## src/logic/pgc_pkg.sv

```systemverilog
package pgc_pkg;
  // register offsets (byte addresses on the serial register port)
  localparam logic [7:0] ADDR_CLOCK_SOURCE = 8'h14;   // clock_source_control
  localparam logic [7:0] ADDR_PG_SOURCE = 8'h15;      // power_good_source_config
  localparam logic [7:0] ADDR_PG_MODE = 8'h16;        // power_good_mode_config
  localparam logic [7:0] ADDR_POWER_GOOD_FAULT_LATCH = 8'h17;       // power_good_fault_latch
  localparam logic [7:0] ADDR_SOFTWARE_RESET_BIT = 8'h18;       // software_reset_control
  localparam logic [7:0] ADDR_EVENT_FLAGS = 8'h19;    // carried-over event flags
  localparam logic [7:0] ADDR_RESET_FLAGS = 8'h1A;    // reset-occurred flag
  // clock_source_control fields
  localparam int PLL_ENABLE_BIT = 6;
  localparam int MUST_BE_ZERO_BIT = 5;
  localparam logic [4:0] FREQ_CODE_MAX = 5'h17;       // 24 MHz; above is reserved
  // power_good_source_config fields
  localparam int POLARITY_BIT = 7;
  localparam int DRIVE_TYPE_BIT = 6;
  localparam int LDO_WINDOW_BIT = 5;
  localparam int BUCK_WINDOW_BIT = 4;
  // power_good_mode_config fields
  localparam int TWARN_GATE_BIT = 2;
  localparam int FAULT_GATE_BIT = 1;
  localparam int PG_MODE_BIT = 0;
  // event flag positions
  localparam int CLK_CHANGE_FLAG_BIT = 4;
  localparam int RESET_FLAG_BIT = 0;
  // reset values
  localparam logic [7:0] RST_CLOCK_SOURCE = 8'h01;
  localparam logic [7:0] RST_PG_SOURCE = 8'h73;
  localparam logic [7:0] RST_PG_MODE = 8'h04;
endpackage

```

## src/logic/pgc_ctrl.sv

```systemverilog
`timescale 1ns/10ps
// Summary of operation
// - pll off selects internal rc oscillator
// - pll on uses external clock when present
// - pll on flags clock appear or disappear
// - frequency code n means n+1 mhz
// - polarity bit inverts power-good output sense
// - drive bit selects push-pull or open-drain
// - ldo window bit adds overvoltage check
// - buck window bit adds overvoltage check
// - four enable bits pick monitored sources
// - thermal warning forces power-good inactive when its gate bit is set, in either mode
// - fault gating uses latched flags not live
// - mode bit selects gated or continuous
// - latch per-source fault when an enabled source fails
// - write-one clears fault only when valid
// - software reset restores defaults and reloads
// - software reset bit clears itself
// - clock change flag latched, write-one clears
// - reset-occurred flag latched, write-one clears
module pgc_ctrl (
  input wire logic CLK_I,
  input wire logic RESETN_I,
  input wire logic REG_WR_I,              // one-cycle register write strobe
  input wire logic REG_RD_I,              // one-cycle register read strobe
  input wire logic [7:0] REG_ADDR_I,      // register address
  input wire logic [7:0] REG_WDATA_I,     // write data
  input wire logic EXT_CLOCK_PRESENT_I,   // detector output for ext_clock_input (async)
  input wire logic [3:0] UV_OK_I,         // per-source undervoltage ok (ldo1,ldo0,buck1,buck0)
  input wire logic [3:0] OV_OK_I,         // per-source overvoltage ok
  input wire logic THERMAL_WARN_I,        // thermal warning flag (async)
  input wire logic PG_GATE_I,             // gating window for gated mode (async)
  output logic [7:0] REG_RDATA_O,         // read data, valid cycle after read strobe
  output logic USE_EXT_CLOCK_O,           // switching clock taken from external input
  output logic PLL_ENABLE_O,              // pll powered
  output logic [4:0] EXT_CLOCK_FREQ_CODE_O,
  output logic POWER_GOOD_OUTPUT_O,       // pin output level
  output logic POWER_GOOD_OUTPUT_OE_O,    // pin output enable
  output logic OTP_RELOAD_O,              // one-cycle pulse: reload programmed settings
  output logic SERIAL_RESET_O             // one-cycle pulse: reset serial interface logic
);

  typedef struct packed {
    logic [7:0] clk_src;      // clock_source_control
    logic [7:0] pg_src;       // power_good_source_config
    logic [7:0] pg_mode;      // power_good_mode_config
    logic [3:0] fault;        // power_good_fault_latch
    logic clk_chg_flag;       // clock appeared or disappeared
    logic rst_flag;           // reset occurred
    logic [1:0] ext_sync;     // synchroniser for clock present
    logic [1:0] tw_sync;      // synchroniser for thermal warning
    logic [1:0] gate_sync;    // synchroniser for gate window
    logic [3:0] uv_s1;        // first stage, undervoltage
    logic [3:0] uv_s2;
    logic [3:0] ov_s1;        // first stage, overvoltage
    logic [3:0] ov_s2;
    logic ext_prev;           // last synchronised clock-present level
    logic [1:0] warm;         // synchroniser fill after reset; latching waits for it
    logic sw_rst;             // pending software reset (self clearing)
    logic [7:0] rdata;
    logic use_ext;
    logic pll_en;
    logic pg_out;
    logic pg_oe;
    logic otp_reload;
    logic ser_reset;
  } pgc_state_t;

  pgc_state_t s_q; // registered state
  pgc_state_t s_d; // next state

  // per-source validity under the window setting
  function automatic logic [3:0] pgc_src_valid(input logic [3:0] uv, input logic [3:0] ov,
                                               input logic ldo_win, input logic buck_win);
    logic [3:0] chk;
    chk = {ldo_win, ldo_win, buck_win, buck_win};
    pgc_src_valid = uv & (ov | ~chk);
  endfunction

  logic [3:0] enables;      // monitored source enables
  logic [3:0] valid_now;    // synchronised validity per source
  logic [3:0] failing;      // enabled sources currently invalid
  logic live_good;          // and of enabled sources
  logic good;               // final valid before polarity
  logic ext_now;            // synchronised clock present

  // decide state and outputs
  always_comb begin
    s_d = s_q;
    enables = s_q.pg_src[3:0];
    ext_now = s_q.ext_sync[1];
    valid_now = pgc_src_valid(s_q.uv_s2, s_q.ov_s2, s_q.pg_src[pgc_pkg::LDO_WINDOW_BIT],
                              s_q.pg_src[pgc_pkg::BUCK_WINDOW_BIT]);
    failing = enables & ~valid_now;
    live_good = &(valid_now | ~enables);
    // with fault gating, latched flags hold power-good off until each is cleared; otherwise live validity
    if (s_q.pg_mode[pgc_pkg::FAULT_GATE_BIT]) begin
      good = ~|s_q.fault;
    end else begin
      good = live_good;
    end
    if (s_q.pg_mode[pgc_pkg::TWARN_GATE_BIT] && s_q.tw_sync[1]) begin
      good = 1'b0;
    end
    // gated mode only reports during the gate window; continuous always
    if (!s_q.pg_mode[pgc_pkg::PG_MODE_BIT] && !s_q.gate_sync[1]) begin
      good = 1'b0;
    end
    // synchronisers: first stages read only by second stages
    s_d.ext_sync = {s_q.ext_sync[0], EXT_CLOCK_PRESENT_I};
    s_d.tw_sync = {s_q.tw_sync[0], THERMAL_WARN_I};
    s_d.gate_sync = {s_q.gate_sync[0], PG_GATE_I};
    s_d.uv_s1 = UV_OK_I;
    s_d.uv_s2 = s_q.uv_s1;
    s_d.ov_s1 = OV_OK_I;
    s_d.ov_s2 = s_q.ov_s1;
    s_d.ext_prev = ext_now;
    s_d.warm = {s_q.warm[0], 1'b1};
    s_d.otp_reload = 1'b0;
    s_d.ser_reset = 1'b0;
    s_d.sw_rst = 1'b0;
    s_d.rdata = 8'h00;
    // clock source selection
    s_d.pll_en = s_q.clk_src[pgc_pkg::PLL_ENABLE_BIT];
    s_d.use_ext = s_q.clk_src[pgc_pkg::PLL_ENABLE_BIT] & ext_now;
    // output driver: open-drain only pulls low
    s_d.pg_out = good ^ s_q.pg_src[pgc_pkg::POLARITY_BIT];
    s_d.pg_oe = ~s_q.pg_src[pgc_pkg::DRIVE_TYPE_BIT] | ~s_d.pg_out;
    // register writes; hardware sets are applied after, so sets win
    if (REG_WR_I) begin
      unique case (REG_ADDR_I)
        pgc_pkg::ADDR_CLOCK_SOURCE: begin
          // bit five kept as written; host must keep it zero
          s_d.clk_src = REG_WDATA_I;
        end
        pgc_pkg::ADDR_PG_SOURCE: begin
          s_d.pg_src = REG_WDATA_I;
        end
        pgc_pkg::ADDR_PG_MODE: begin
          s_d.pg_mode = REG_WDATA_I;
        end
        pgc_pkg::ADDR_POWER_GOOD_FAULT_LATCH: begin
          // a flag only clears while its source is valid now
          s_d.fault = s_q.fault & ~(REG_WDATA_I[3:0] & valid_now);
        end
        pgc_pkg::ADDR_SOFTWARE_RESET_BIT: begin
          s_d.sw_rst = REG_WDATA_I[0];
        end
        pgc_pkg::ADDR_EVENT_FLAGS: begin
          if (REG_WDATA_I[pgc_pkg::CLK_CHANGE_FLAG_BIT]) begin
            s_d.clk_chg_flag = 1'b0;
          end
        end
        pgc_pkg::ADDR_RESET_FLAGS: begin
          if (REG_WDATA_I[pgc_pkg::RESET_FLAG_BIT]) begin
            s_d.rst_flag = 1'b0;
          end
        end
        default: begin
          // unmapped address: write ignored
        end
      endcase
    end
    // reads return the state before this cycle's write
    if (REG_RD_I) begin
      unique case (REG_ADDR_I)
        pgc_pkg::ADDR_CLOCK_SOURCE: s_d.rdata = s_q.clk_src;
        pgc_pkg::ADDR_PG_SOURCE: s_d.rdata = s_q.pg_src;
        pgc_pkg::ADDR_PG_MODE: s_d.rdata = s_q.pg_mode;
        pgc_pkg::ADDR_POWER_GOOD_FAULT_LATCH: s_d.rdata = {4'h0, s_q.fault};
        pgc_pkg::ADDR_SOFTWARE_RESET_BIT: s_d.rdata = {7'h00, s_q.sw_rst};
        pgc_pkg::ADDR_EVENT_FLAGS: s_d.rdata = {3'h0, s_q.clk_chg_flag, 4'h0};
        pgc_pkg::ADDR_RESET_FLAGS: s_d.rdata = {7'h00, s_q.rst_flag};
        default: s_d.rdata = 8'h00;
      endcase
    end
    // hardware sets win over a same-cycle clear
    // the monitor stages reset to zero; latching them before they fill would log false faults
    if (s_q.warm[1]) begin
      s_d.fault = s_d.fault | failing;
    end
    if (s_q.clk_src[pgc_pkg::PLL_ENABLE_BIT] && (ext_now != s_q.ext_prev)) begin
      s_d.clk_chg_flag = 1'b1;
    end
    // software reset: defaults back, reload and serial reset pulses
    if (s_q.sw_rst) begin
      s_d.clk_src = pgc_pkg::RST_CLOCK_SOURCE;
      s_d.pg_src = pgc_pkg::RST_PG_SOURCE;
      s_d.pg_mode = pgc_pkg::RST_PG_MODE;
      s_d.fault = 4'h0;
      s_d.clk_chg_flag = 1'b0;
      s_d.rst_flag = 1'b1;
      s_d.otp_reload = 1'b1;
      s_d.ser_reset = 1'b1;
    end
  end

  // state register; synchronous active-low reset
  always_ff @(posedge CLK_I) begin
    if (!RESETN_I) begin
      s_q <= '0;
      s_q.clk_src <= pgc_pkg::RST_CLOCK_SOURCE;
      s_q.pg_src <= pgc_pkg::RST_PG_SOURCE;
      s_q.pg_mode <= pgc_pkg::RST_PG_MODE;
      s_q.pg_out <= 1'b1; // inactive low with polarity 0 is pulled via od; keep released
      s_q.pg_oe <= 1'b0;
    end else begin
      s_q <= s_d;
    end
  end

  assign REG_RDATA_O = s_q.rdata;
  assign USE_EXT_CLOCK_O = s_q.use_ext;
  assign PLL_ENABLE_O = s_q.pll_en;
  assign EXT_CLOCK_FREQ_CODE_O = s_q.clk_src[4:0];
  assign POWER_GOOD_OUTPUT_O = s_q.pg_out;
  assign POWER_GOOD_OUTPUT_OE_O = s_q.pg_oe;
  assign OTP_RELOAD_O = s_q.otp_reload;
  assign SERIAL_RESET_O = s_q.ser_reset;

endmodule

```

## config.mk

```make
export PLATFORM = sky130hd
export DESIGN_NAME = pgc_ctrl
export DESIGN_NICKNAME = d
export VERILOG_FILES = /design/src/logic/pgc_pkg.sv /design/src/logic/pgc_ctrl.sv
export SDC_FILE = /design/constraint.sdc
export NUM_CORES = 1
export LEC_CHECK = 0
export BUFFER_PORTS_ARGS = -buffer_cell sky130_fd_sc_hd__buf_2
export CAP_MARGIN = 20
export CORE_ASPECT_RATIO = 1.25
export CORE_MARGIN = 1.5
export CORE_UTILIZATION = 55
export DETAILED_ROUTE_END_ITERATION = 8
export MAX_ROUTING_LAYER = met4
export PLACE_DENSITY = 0.81
export SKIP_CTS_REPAIR_TIMING = 1
export SYNTH_ARGS = -nofsm -noshare
export SYNTH_HDL_FRONTEND = slang
export SYNTH_SLANG_ARGS = --single-unit
```

## constraint.sdc

```tcl
create_clock -name CLK_I -period 3.6 [get_ports CLK_I]
set_clock_uncertainty 0.2 [all_clocks]
set_input_delay 0.18 -clock CLK_I [delete_from_list [all_inputs] [get_ports CLK_I]]
set_output_delay 0.18 -clock CLK_I [all_outputs]
set_load 0.01 [all_outputs]
```

== After elaboration in Yosys (flattened, before gate mapping) ==
Cells that the tools add are included.
Storage, ports and cells
  flip-flop bits (word level): 70
  word-level logic and storage cells: 89
  output and inout port bits: 19
Operators by class
  muxes and demuxes: 18
  bitwise gates (word level): 17
  reductions and logical operators: 22
  equal/unequal tests: 8
Operators by type and width (count)
  $eq A8 B5 Y1 const B: 7
  $pmux W8 S7: 1
  $and A4 B4 Y4: 4
  $mux W16: 1
  $not A4 Y4: 4
  $or A4 B4 Y4: 3
  $reduce_bool A2 Y1: 6
  $mux W1: 11
  $reduce_and A3 Y1: 3
  $mux W4: 2
  $mux W8: 1
  $reduce_and A2 Y1: 4
  $mux W6: 1
  $reduce_and A4 Y1: 1
  $reduce_or A4 Y1: 1
  $logic_and A1 B1 Y1: 3
  $logic_not A1 Y1: 3
  $not A1 Y1: 3
  $mux W2: 1
  $reduce_or A2 Y1: 1
  $and A1 B1 Y1: 1
  $ne A1 B1 Y1: 1
  $or A1 B1 Y1: 1
  $xor A1 B1 Y1: 1

== Logic depth before layout (Yosys ltp) ==
Gate-level depths: netlist of run 1.
  depth after elaboration: 12
  mapped depth: 7
  mapped depth without buffers: 5

== Worst setup path after synthesis of run 1 ==
OpenSTA, ideal clock, no wires.
  kind: register to register
  start point: reg s_q[45] (netlist bit)
  end point: reg s_q (netlist bit POWER_GOOD_OUTPUT_OE_O)
  setup time: 0.118 ns
  cell stages (with the launch flop): 5
  buffers on the path: 0
  period minus slack after synthesis: 1.672 ns
  arrival: 1.355 ns
  data required time: 3.282 ns
  setup slack: 1.928 ns
  cells stage by stage: dfxtp_1 > or4_4 > a221oi_4 > nand3_1 > o2111a_1
On the way
  word-level cells in the longest chain between the ends: 8
RTL lines
  from (decl): RTL line pgc_ctrl.sv:69  | pgc_state_t s_q;
  $reduce_or A4 Y1: RTL line pgc_ctrl.sv:98  | good = ~|s_q.fault;
  $logic_not A1 Y1: RTL line pgc_ctrl.sv:98
  $mux W1: RTL line pgc_ctrl.sv:97  | if (s_q.pg_mode[pgc_pkg::FAULT_GATE_BIT]) begin
  $mux W1: RTL line pgc_ctrl.sv:102  | if (s_q.pg_mode[pgc_pkg::TWARN_GATE_BIT] && s_q.tw_sync[1]) begin
  $mux W1: RTL line pgc_ctrl.sv:106  | if (!s_q.pg_mode[pgc_pkg::PG_MODE_BIT] && !s_q.gate_sync[1]) begin
  $xor A1 B1 Y1: RTL line pgc_ctrl.sv:127  | s_d.pg_out = good ^ s_q.pg_src[pgc_pkg::POLARITY_BIT];
  $not A1 Y1: RTL line pgc_ctrl.sv:128  | s_d.pg_oe = ~s_q.pg_src[pgc_pkg::DRIVE_TYPE_BIT] | ~s_d.pg_out;
  $or A1 B1 Y1: RTL line pgc_ctrl.sv:128
Every way passes these cells.
A chain may end at the register's enable or synchronous reset.

== Worst setup path in the final report of run 1 ==
  start point: in REG_ADDR_I[2]
  end point: reg s_q (netlist bit EXT_CLOCK_FREQ_CODE_O[1])
On the way
  word-level cells in the longest chain between the ends: 2
RTL lines
  from (decl): RTL line pgc_ctrl.sv:26  | input wire logic [7:0] REG_ADDR_I,
  $eq A8 B5 Y1: RTL line pgc_ctrl.sv:131  | unique case (REG_ADDR_I)
  $reduce_and A2 Y1 (no line)
Every way passes these cells.

==> results of run 1 <==
## routing by layer
| layer | track usage | up-vias | part of all wire |
|---|---|---|---|
| met5 | - | - | 0 |
| met4 | 0.133 | 0 | 0.024 |
| met3 | 0.0644 | 11 | 0.066 |
| met2 | 0.391 | 85 | 0.50 |
| met1 | 0.254 | 1005 | 0.41 |
| li1 | - | 1080 | - |
## state kept, by name (all words and copies together) (netlist names), 4 cells and up
| signal | count |
|---|---|
| enables | 4 |
| s_d | 13 |
| s_q | 33 |
| EXT_CLOCK_FREQ_CODE_O | 5 |
| REG_RDATA_O | 8 |
## stage by stage
| stage | setup slack, ns | util | std cells |
|---|---|---|---|
| after CTS | 1.78 | 0.648 | 388 |
| after detailed placement | 1.44 | 0.608 | 372 |
| final | 1.74 | 0.693 | 409 |
| after global routing | 1.54 | 0.693 | 409 |
| after floorplan | 1.93 | - | 290 |
| after global placement | 1.51 | 0.608 | 372 |
## power groups by stage
stage | clock (mW) | sequential, mW | combinational (mW)
global placement | 0 | 0.802 | 0.0782
floorplan | 0 | 0.802 | 0.0476
detailed placement | 0 | 0.803 | 0.0795
CTS | 0.597 | 0.785 | 0.0803
finish | 0.593 | 0.785 | 0.0984
global route | 0.633 | 0.787 | 0.107
## cells by family (layout without fill, tap and decap cells)
family,after synthesis,after routing,share of synthesized area
simple gates,135,135,0.261
buf+inv,30,89,0.0649
flops,69,69,0.508
compound gates,44,44,0.103
xor+xnor,1,1,0.00322
mux,11,11,0.0599
## layout make-up
type                    count  area, um2
fillers                   366       1450
flip-flops and latches     69       1380
multi-input cells         191       1160
repair buffers             71        463
clock buffers              16        190
well taps                  60       75.1
inverters                   2       7.51
## critical path, delay by kind of cell
family / cells / cell delay (ns)
buf+inv: 1 / 0.09
simple gates: 4 / 1.50
compound gates: 1 / 0.08
## Yosys cell counts (2+ instances only)
master,count,area [um2]
mux4_2,4,90.1
a21boi_1,4,30.0
and2_1,27,169
nor2_1,12,45.0
nor2b_1,10,62.6
buf_4,15,113
nand2_1,44,165
clkbuf_1,7,26.3
inv_1,2,7.51
nand3_1,22,110
o21ai_1,4,20.0
mux2i_1,5,50.1
and3_1,4,25.0
nand2b_1,6,37.5
nand4_1,3,18.8
a22oi_1,2,15.0
buf_2,6,30.0
a21oi_1,27,135
dfxtp_1,69,1380
## worst paths after layout
path,start,end,slack (ns),depth (start not counted)
worst max register to register,s_q[45]$_SDFF_PP0_,POWER_GOOD_OUTPUT_O$_SDFF_PN1_,1.83,4
worst max-delay path,REG_ADDR_I[2],EXT_CLOCK_FREQ_CODE_O[1]$_SDFFE_PP0P_,1.74,6
worst min-delay path,REG_ADDR_I[6],REG_RDATA_O[0]$_SDFF_PN0_,-0.01,4
worst min register to register,s_d[39]$_SDFF_PN0_,ext_now$_SDFF_PN0_,0.23,1
## cell usage in the layout, fill, tap and decap left out, drive strengths merged, types with 2 or more instances in the layout
cell type	synthesis	layout
o21ai	4	4
mux2	2	2
and2	27	27
mux2i	5	5
nand4	3	3
inv	2	2
dfxtp	69	69
nor2b	10	10
dlygate4sd3	0	21
nor2	12	12
a22oi	2	2
a21oi	27	27
buf	21	50
mux4	4	4
a21boi	4	4
nand2b	6	6
nand2	44	44
and3	4	4
nand3	23	23
clkbuf	7	16
==> run_results.csv, run 1 <==
group,metric,value,unit
clock_tree,clk_latency,0.34,ns
clock_tree,cts_max_path_buffers,2,
clock_tree,cts_tree,"done",
timing,hold_viol_final,2,
timing,fin_crit_sh,0.518,
timing,setup_viol,0,
global_route,grt_pass1_vias,1889,
cells_and_area,final_nets,375,
setup_path,cpPeakStageDelay,0.57,ns
synth,ys_async_sr_fraction,0,
drt,drtIter0Drc,209,
global_route,grt_antenna_before_repair,0,
placement,place_area,2880,um2
timing,worst_hold_slack,-0.0104,ns
cells_and_area,fin_area,3280,um2
synth,syn_area_per_cell,9.37,um2
cells_and_area,area_delta_synth_final,20.6,%
global_route,grt_first_pass_wirelength,8800,um
synth,netlist_instances,290,
drt,firstDrtPassIters,4,
setup_path,cpMaxStageDelayCell,"nor2b_1",
timing,relSlewSlack,0.393,
timing,fin_tns_setup,0,ns
floorplanning,chipHeight,81.6,um
setup_path,crit_path_cell_trace,"buf_2 -> nor2b_1 -> nor2b_1 -> nand2_1 -> nand2_1 -> a21oi_1",
drt,vias_per_cell,5.33,
floorplanning,coreArea,4730,um2
synth,synth_seq_cells,69,
timing,tightest_slew,0.911,ns
global_route,track_usage,0.236,
synth,yosysUniqueCellTypes,36,
drt,post_drt_wl_per_cell,14.1,um
drt,ant_nets,0,
setup_path,critPathArrivalTime,1.85,ns
global_route,grt_max_degree,29,
pwr,p_leak,1.37,nW
timing,max_freq,0.536,GHz
pwr,clockPowerShare,0.402,
synth,synthFlopType,"dfxtp_1",
setup_path,crit_type,"input pin to flop",
pwr,ir_worst_vdd,390,uV
placement,hpwl,3820,um
setup_path,crit_path_end_kind,"flop",
setup_path,critPathRequiredTime,3.59,ns
clock_tree,clkTransAtPathRegs,0.07,ns
synth,ys_seq_area_frac,0.508,
floorplanning,num_io_pins,50,
synth,syn_nets,321,
pwr,power_frac_comb,0.067,
pwr,p_int,1.16,mW
drt,wirelength,5770,um
synth,synth-edff-count,0,
synth,synth.yosys.warnings,0,
floorplanning,die_area,5370,um2
drt,vias,2181,
status,violations,"hold timing",
placement,gp_congestion,0.889,
placement,portBuffers,49,
pwr,seqPwrFrac,0.532,
timing,rsz0062_at_grt,"no",
synth,syn_area,2720,um2
floorplanning,initial_utilization,0.575,
pwr,report.power.total,1.48,mW
clock_tree,clock_tree.root_cell,"clkbuf_8",
setup_path,startpoint_type,"input pin",
status,status,"complete, but fails checks",
setup_path,path_max_fanout,10,
hold_path,hold_path.class,"input pin to flop",
timing,period_minus_slack,1.86,ns
pwr,switchingPower,0.320,mW
floorplanning,die_x,65.9,um
flow_run,cap_violations,0,
pwr,switching_share,0.216,
global_route,grt-ovfl-total,0,
drt,drc,0,
cells_and_area,diodes,0,
floorplanning,row_count,28,
cells_and_area,drive_above_1_share,0.206,
clock_tree,cts_buffers,9,
clock_tree,clock_sinks,69,
timing,drv_slew,0,
pwr,power_density,451,nW/um2
clock_tree,htreeDepth,3,
(Power assumes the default switching activity.)
==> run 2, diff against run 1 <==
Settings changed: CORE_UTILIZATION 55 to 54, PLACE_DENSITY 0.81 to 0.8.
Clock period 3.6 ns to 1.9 ns, I/O delays scaled along.
==> run 2 against run 1 <==
The run still ends with hold timing left. Flip-flop and latch count is the same. Count of clock-buffer cells in the layout shrank 4. Cell count grew 2.0%. Critical path type is now flop to flop. Die area grew 1.8%. Combinational power grew 96%. Sequential share of layout area shrank 0.91 points.
==> run_results.csv, run 2 (synthesis gave the netlist of run 1 again) <==
group,metric,value,unit
global_route,grt_antenna_before_repair,0,
setup_path,path_max_fanout,5,
cells_and_area,diodes,0,
hold_path,hold_path.class,"input pin to flop",
drt,firstDrtPassIters,4,
timing,tightest_slew,0.614,ns
floorplanning,row_count,28,
drt,ant_nets,0,
timing,relSlewSlack,0.590,
setup_path,critPathArrivalTime,1.80,ns
clock_tree,cts_tree,"done",
global_route,grt_first_pass_wirelength,9110,um
setup_path,r2r_cells,4,
placement,hpwl,3950,um
floorplanning,die_x,66.5,um
pwr,p_leak,1.41,nW
floorplanning,die_area,5470,um2
hold_path,whs_path_depth,5,
timing,hold_viol_final,1,
floorplanning,num_io_pins,50,
timing,period_minus_slack,1.77,ns
timing,rsz0062_at_grt,"no",
setup_path,startpoint_type,"flop",
global_route,grt-ovfl-total,0,
timing,fin_crit_sh,0.934,
floorplanning,coreArea,4800,um2
timing,fin_tns_setup,0,ns
clock_tree,htreeDepth,3,
pwr,power_density,851,nW/um2
cells_and_area,regMostFlops,"s_q",
flow_run,cap_violations,0,
drt,drtIter0Drc,166,
global_route,grt_max_degree,23,
timing,worst_hold_slack,-0.0199,ns
cells_and_area,fin_area,3350,um2
timing,setup_ws,0.126,ns
status,status,"complete, but fails checks",
drt,vias,2180,
cells_and_area,area_delta_synth_final,23.3,%
drt,post_drt_wl_per_cell,14.0,um
cells_and_area,drive_above_1_share,0.227,
timing,drv_slew,0,
floorplanning,chipHeight,82.3,um
placement,gp_congestion,0.922,
placement,place_area,2930,um2
status,violations,"hold timing",
cells_and_area,layout_common_cells,"69 x dfxtp_1, 49 x buf_2, 44 x nand2_1",
clock_tree,clock_sinks,69,
setup_path,crit_path_end_kind,"flop",
placement,portBuffers,49,
cells_and_area,final_nets,383,
clock_tree,clk_latency,0.35,ns
drt,wirelength,5830,um
clock_tree,cts_max_path_buffers,2,
timing,setup_viol,0,
drt,vias_per_cell,5.23,
floorplanning,initial_utilization,0.566,
pwr,report.power.total,2.85,mW
global_route,grt_pass1_vias,1976,
clock_tree,cts_buffers,9,
pwr,ir_worst_vdd,605,uV
cells_and_area,num-fill-cells,377,
setup_path,critPathRequiredTime,1.93,ns
clock_tree,clkTransAtPathRegs,0.07,ns
placement,place_worst_setup_slack,0.136,ns
timing,max_freq,0.564,GHz
clock_tree,clock_tree.root_cell,"clkbuf_8",
global_route,track_usage,0.235,
cells_and_area,largest_reg_flops,33,
setup_path,crit_type,"flop to flop",
drt,drc,0,
cells_and_area,final_common_cell,"dfxtp_1",
run 2: cell count changes in the layout (fill, tap and decap cells not counted):
| cell | previous run | this run |
|---|---|---|
| dlygate4sd3_1 | 21 | 22 |
| o41ai_1 | 1 | 0 |
| clkinv_2 | 0 | 2 |
| o41ai_2 | 0 | 1 |
| clkbuf_1 | 3 | 2 |
| clkinvlp_4 | 0 | 1 |
| clkbuf_8 | 13 | 10 |
| buf_4 | 1 | 8 |
| bufinv_16 | 0 | 1 |
run 2: layout make-up:
cell class / count / area [um2] / share of cell area
Multi-Input combinational cell: 191 / 1170 / 0.349
Timing Repair Buffer: 79 / 526 / 0.157
Sequential cell: 69 / 1380 / 0.412
Clock buffer: 12 / 145 / 0.0433
Inverter: 2 / 7.51 / 0.00224
Clock inverter: 4 / 47.5 / 0.0142
Tap cell: 60 / 75.1 / 0.0224
run 2: where the power goes:
part	internal [mW]	leakage, nW	switching, mW
logic	0.104	0.749	0.0889
registers	1.48	0.563	0.0122
clock network	0.638	0.0964	0.530
total	2.22	1.41	0.632
run 2: stage by stage:
stage | std cells | hold slack, ns | utilization
4_1_cts | 395 | -0.260 | 0.650
3_5_place_dp | 379 | 0.104 | 0.610
6_report | 417 | -0.0199 | 0.698
2_1_floorplan | 290 | -0.0773 | -
5_1_grt | 417 | 0.0163 | 0.698
3_3_place_gp | 379 | 0.100 | 0.610
run 2: path summary, 6_finish.rpt:
kind	startpoint	to	slack, ns
hold reg to reg	s_d[35]$_SDFF_PN0_	s_q[35]$_SDFF_PN0_	0.23
setup / recovery	s_q[45]$_SDFF_PP0_	POWER_GOOD_OUTPUT_O$_SDFF_PN1_	0.13
hold / removal	REG_ADDR_I[2]	s_q[41]$_SDFFE_PP0P_	-0.02
setup reg to reg	s_q[45]$_SDFF_PP0_	POWER_GOOD_OUTPUT_O$_SDFF_PN1_	0.13
run 2: worst max-delay path, stage by stage, from the launching register on:
cell	delay (ns)
dfxtp_1	0.32
or4_4	0.54
a221oi_4	0.32
a21oi_1	0.12
nand3b_1	0.17
run 2: layer usage:
layer,wire [um],part of all wire,GRT usage,up-vias
li1,-,-,-,1098
met3,363,0.062,0.0799,9
met4,90,0.015,0.0980,0
met1,2250,0.39,0.252,1000
met5,0,0,-,-
met2,3130,0.54,0.397,73
==> run 3, diff against run 2 <==
==> constraint.sdc (replaced) <==
create_clock -name CLK_I -period 1.9 [get_ports CLK_I]
set_clock_uncertainty 0.2 [all_clocks]
set_input_delay 0.475 -clock CLK_I [delete_from_list [all_inputs] [get_ports CLK_I]]
set_output_delay 0.475 -clock CLK_I [all_outputs]
set_load 0.01 [all_outputs]
==> run 3 against run 2 <==
The run now ends clean. Register-to-register slack got worse by 0.02 ns. Cell count fell by 4.6%. Wire length shrank 3.9%. Critical path depth unchanged. Count of clock-buffer cells in the layout unchanged. Cell area is 6.6% lower. Critical path type unchanged. Critical endpoint unchanged. Largest power group unchanged. Highest routed layer unchanged.
==> run_results.csv, run 3 (synthesis gave the netlist of run 1 again) <==
group,metric,value,unit
status,status,"finished clean",
setup_path,critPathArrivalTime,1.81,ns
clock_tree,cts_buffers,9,
drt,vias,2144,
hold_path,hold_path.class,"input pin to flop",
global_route,grt-ovfl-total,0,
global_route,grt_pass1_vias,1986,
placement,gp_congestion,0.875,
cells_and_area,final_common_cell,"dfxtp_1",
drt,vias_per_cell,5.39,
drt,wirelength,5600,um
pwr,power_density,836,nW/um2
cells_and_area,area_delta_synth_final,15.1,%
cells_and_area,layout_common_cells,"69 x dfxtp_1, 49 x buf_2, 44 x nand2_1",
drt,post_drt_wl_per_cell,14.1,um
cells_and_area,largest_reg_flops,33,
global_route,grt_antenna_before_repair,0,
cells_and_area,regMostFlops,"s_q",
clock_tree,clock_tree.root_cell,"clkbuf_8",
pwr,report.power.total,2.61,mW
setup_path,crit_type,"flop to flop",
timing,relSlewSlack,0.707,
timing,worst_hold_slack,0.143,ns
cells_and_area,num-fill-cells,384,
setup_path,crit_path_cell_trace,"or4_4 -> a221oi_4 -> a21oi_1 -> nand3b_1",
drt,drc,0,
global_route,grt_first_pass_wirelength,8980,um
clock_tree,cts_max_path_buffers,2,
drt,firstDrtPassIters,4,
clock_tree,clk_latency,0.34,ns
setup_path,r2r-start,"s_q[45]$_SDFF_PP0_",
floorplanning,coreArea,4800,um2
floorplanning,initial_utilization,0.566,
setup_path,path_max_fanout,5,
floorplanning,die_x,66.5,um
hold_path,hp-start,"THERMAL_WARN_I",
clock_tree,htreeDepth,3,
timing,max_freq,0.558,GHz
setup_path,cpPeakStageDelay,0.56,ns
clock_tree,clock_sinks,69,
placement,portBuffers,49,
pwr,p_leak,1.32,nW
cells_and_area,drive_above_1_share,0.243,
setup_path,critPathRequiredTime,1.92,ns
floorplanning,die_area,5470,um2
global_route,grt_max_degree,20,
clock_tree,cts_tree,"done",
floorplanning,row_count,28,
timing,fin_crit_sh,0.943,
setup_path,r2r_slack,0.11,ns
setup_path,r2r_cells,4,
pwr,ir_worst_vdd,755,uV
cells_and_area,fin_area,3130,um2
clock_tree,clkTransAtPathRegs,0.06,ns
cells_and_area,diodes,0,
cells_and_area,final_nets,366,
hold_path,hold_path_end,"s_d[37]$_SDFF_PN0_",
setup_path,r2r-end,"POWER_GOOD_OUTPUT_O$_SDFF_PN1_",
setup_path,cpMaxStageDelayCell,"or4_4",
global_route,track_usage,0.230,
drt,drtIter0Drc,157,
timing,drv_slew,0,
cells_and_area,stdcell_count,398,
drt,ant_nets,0,
floorplanning,chipHeight,82.3,um
timing,tightest_slew,0.434,ns
flow_run,cap_violations,0,
hold_path,whs_path_depth,2,
placement,hpwl,4110,um
timing,rsz0062_at_grt,"no",
cells_and_area,post-route-util,0.651,
timing,setup_viol,0,
floorplanning,num_io_pins,50,
setup_path,startpoint_type,"flop",
placement,dpl.cell_count,384,
placement,place_area,2980,um2
timing,period_minus_slack,1.79,ns
setup_path,crit_path_end_kind,"flop",
timing,hold_viol_final,0,
[run 3: layout make-up]
class | instances | area [um2] | area share
repair buffers | 62 | 355 | 0.114
flip-flops and latches | 69 | 1380 | 0.442
inverters | 2 | 7.51 | 0.00240
clock inverters | 2 | 12.5 | 0.00400
clock buffers | 12 | 135 | 0.0432
multi-input cells | 191 | 1160 | 0.371
well taps | 60 | 75.1 | 0.0240
[run 3: routing by layer]
layer	vias up	global-route usage	part of all wire
met5	-	-	0
met1	977	0.239	0.39
li1	1059	-	-
met4	0	0.108	0.030
met3	16	0.0691	0.075
met2	92	0.397	0.51
[run 3: worst max-delay path, delay by kind of cell (launching register included)]
kind	cells	cell delay (ns)
and+or+nand+nor	2	0.73
AOI/OAI and AO/OA	2	0.41
DFF	1	0.34
[run 3: worst max path at each step]
stage | startpoint | endpoint | slack, ns | depth (start not counted)
2_1_floorplan | REG_ADDR_I[5] | s_q[41]$_SDFFE_PP0P_ | 0.06 | 6
3_3_place_gp | REG_ADDR_I[5] | enables[3]$_SDFFE_PP0P_ | -0.08 | 6
3_5_place_dp | REG_ADDR_I[5] | s_q[61]$_SDFFE_PP0P_ | -0.13 | 6
4_1_cts | s_q[45]$_SDFF_PP0_ | POWER_GOOD_OUTPUT_OE_O$_SDFF_PN0_ | 0.11 | 4
5_1_grt | s_q[45]$_SDFF_PP0_ | POWER_GOOD_OUTPUT_O$_SDFF_PN1_ | 0.02 | 4
6_report | s_q[45]$_SDFF_PP0_ | POWER_GOOD_OUTPUT_O$_SDFF_PN1_ | 0.11 | 4
[run 3: through the flow]
stage	setup TNS [ns]	setup WS, ns
global route	0	0.0156
detailed placement	-1.67	-0.134
global placement	-0.803	-0.0786
finish	0	0.108
floorplan	0	0.0645
CTS	0	0.112
[run 3: power breakdown]
group | total, mW | switching, mW | leakage, nW | internal [mW]
registers | 1.49 | 0.0109 | 0.563 | 1.48
logic | 0.169 | 0.0859 | 0.683 | 0.0836
clock network | 0.956 | 0.498 | 0.0723 | 0.458
total | 2.61 | 0.594 | 1.32 | 2.02
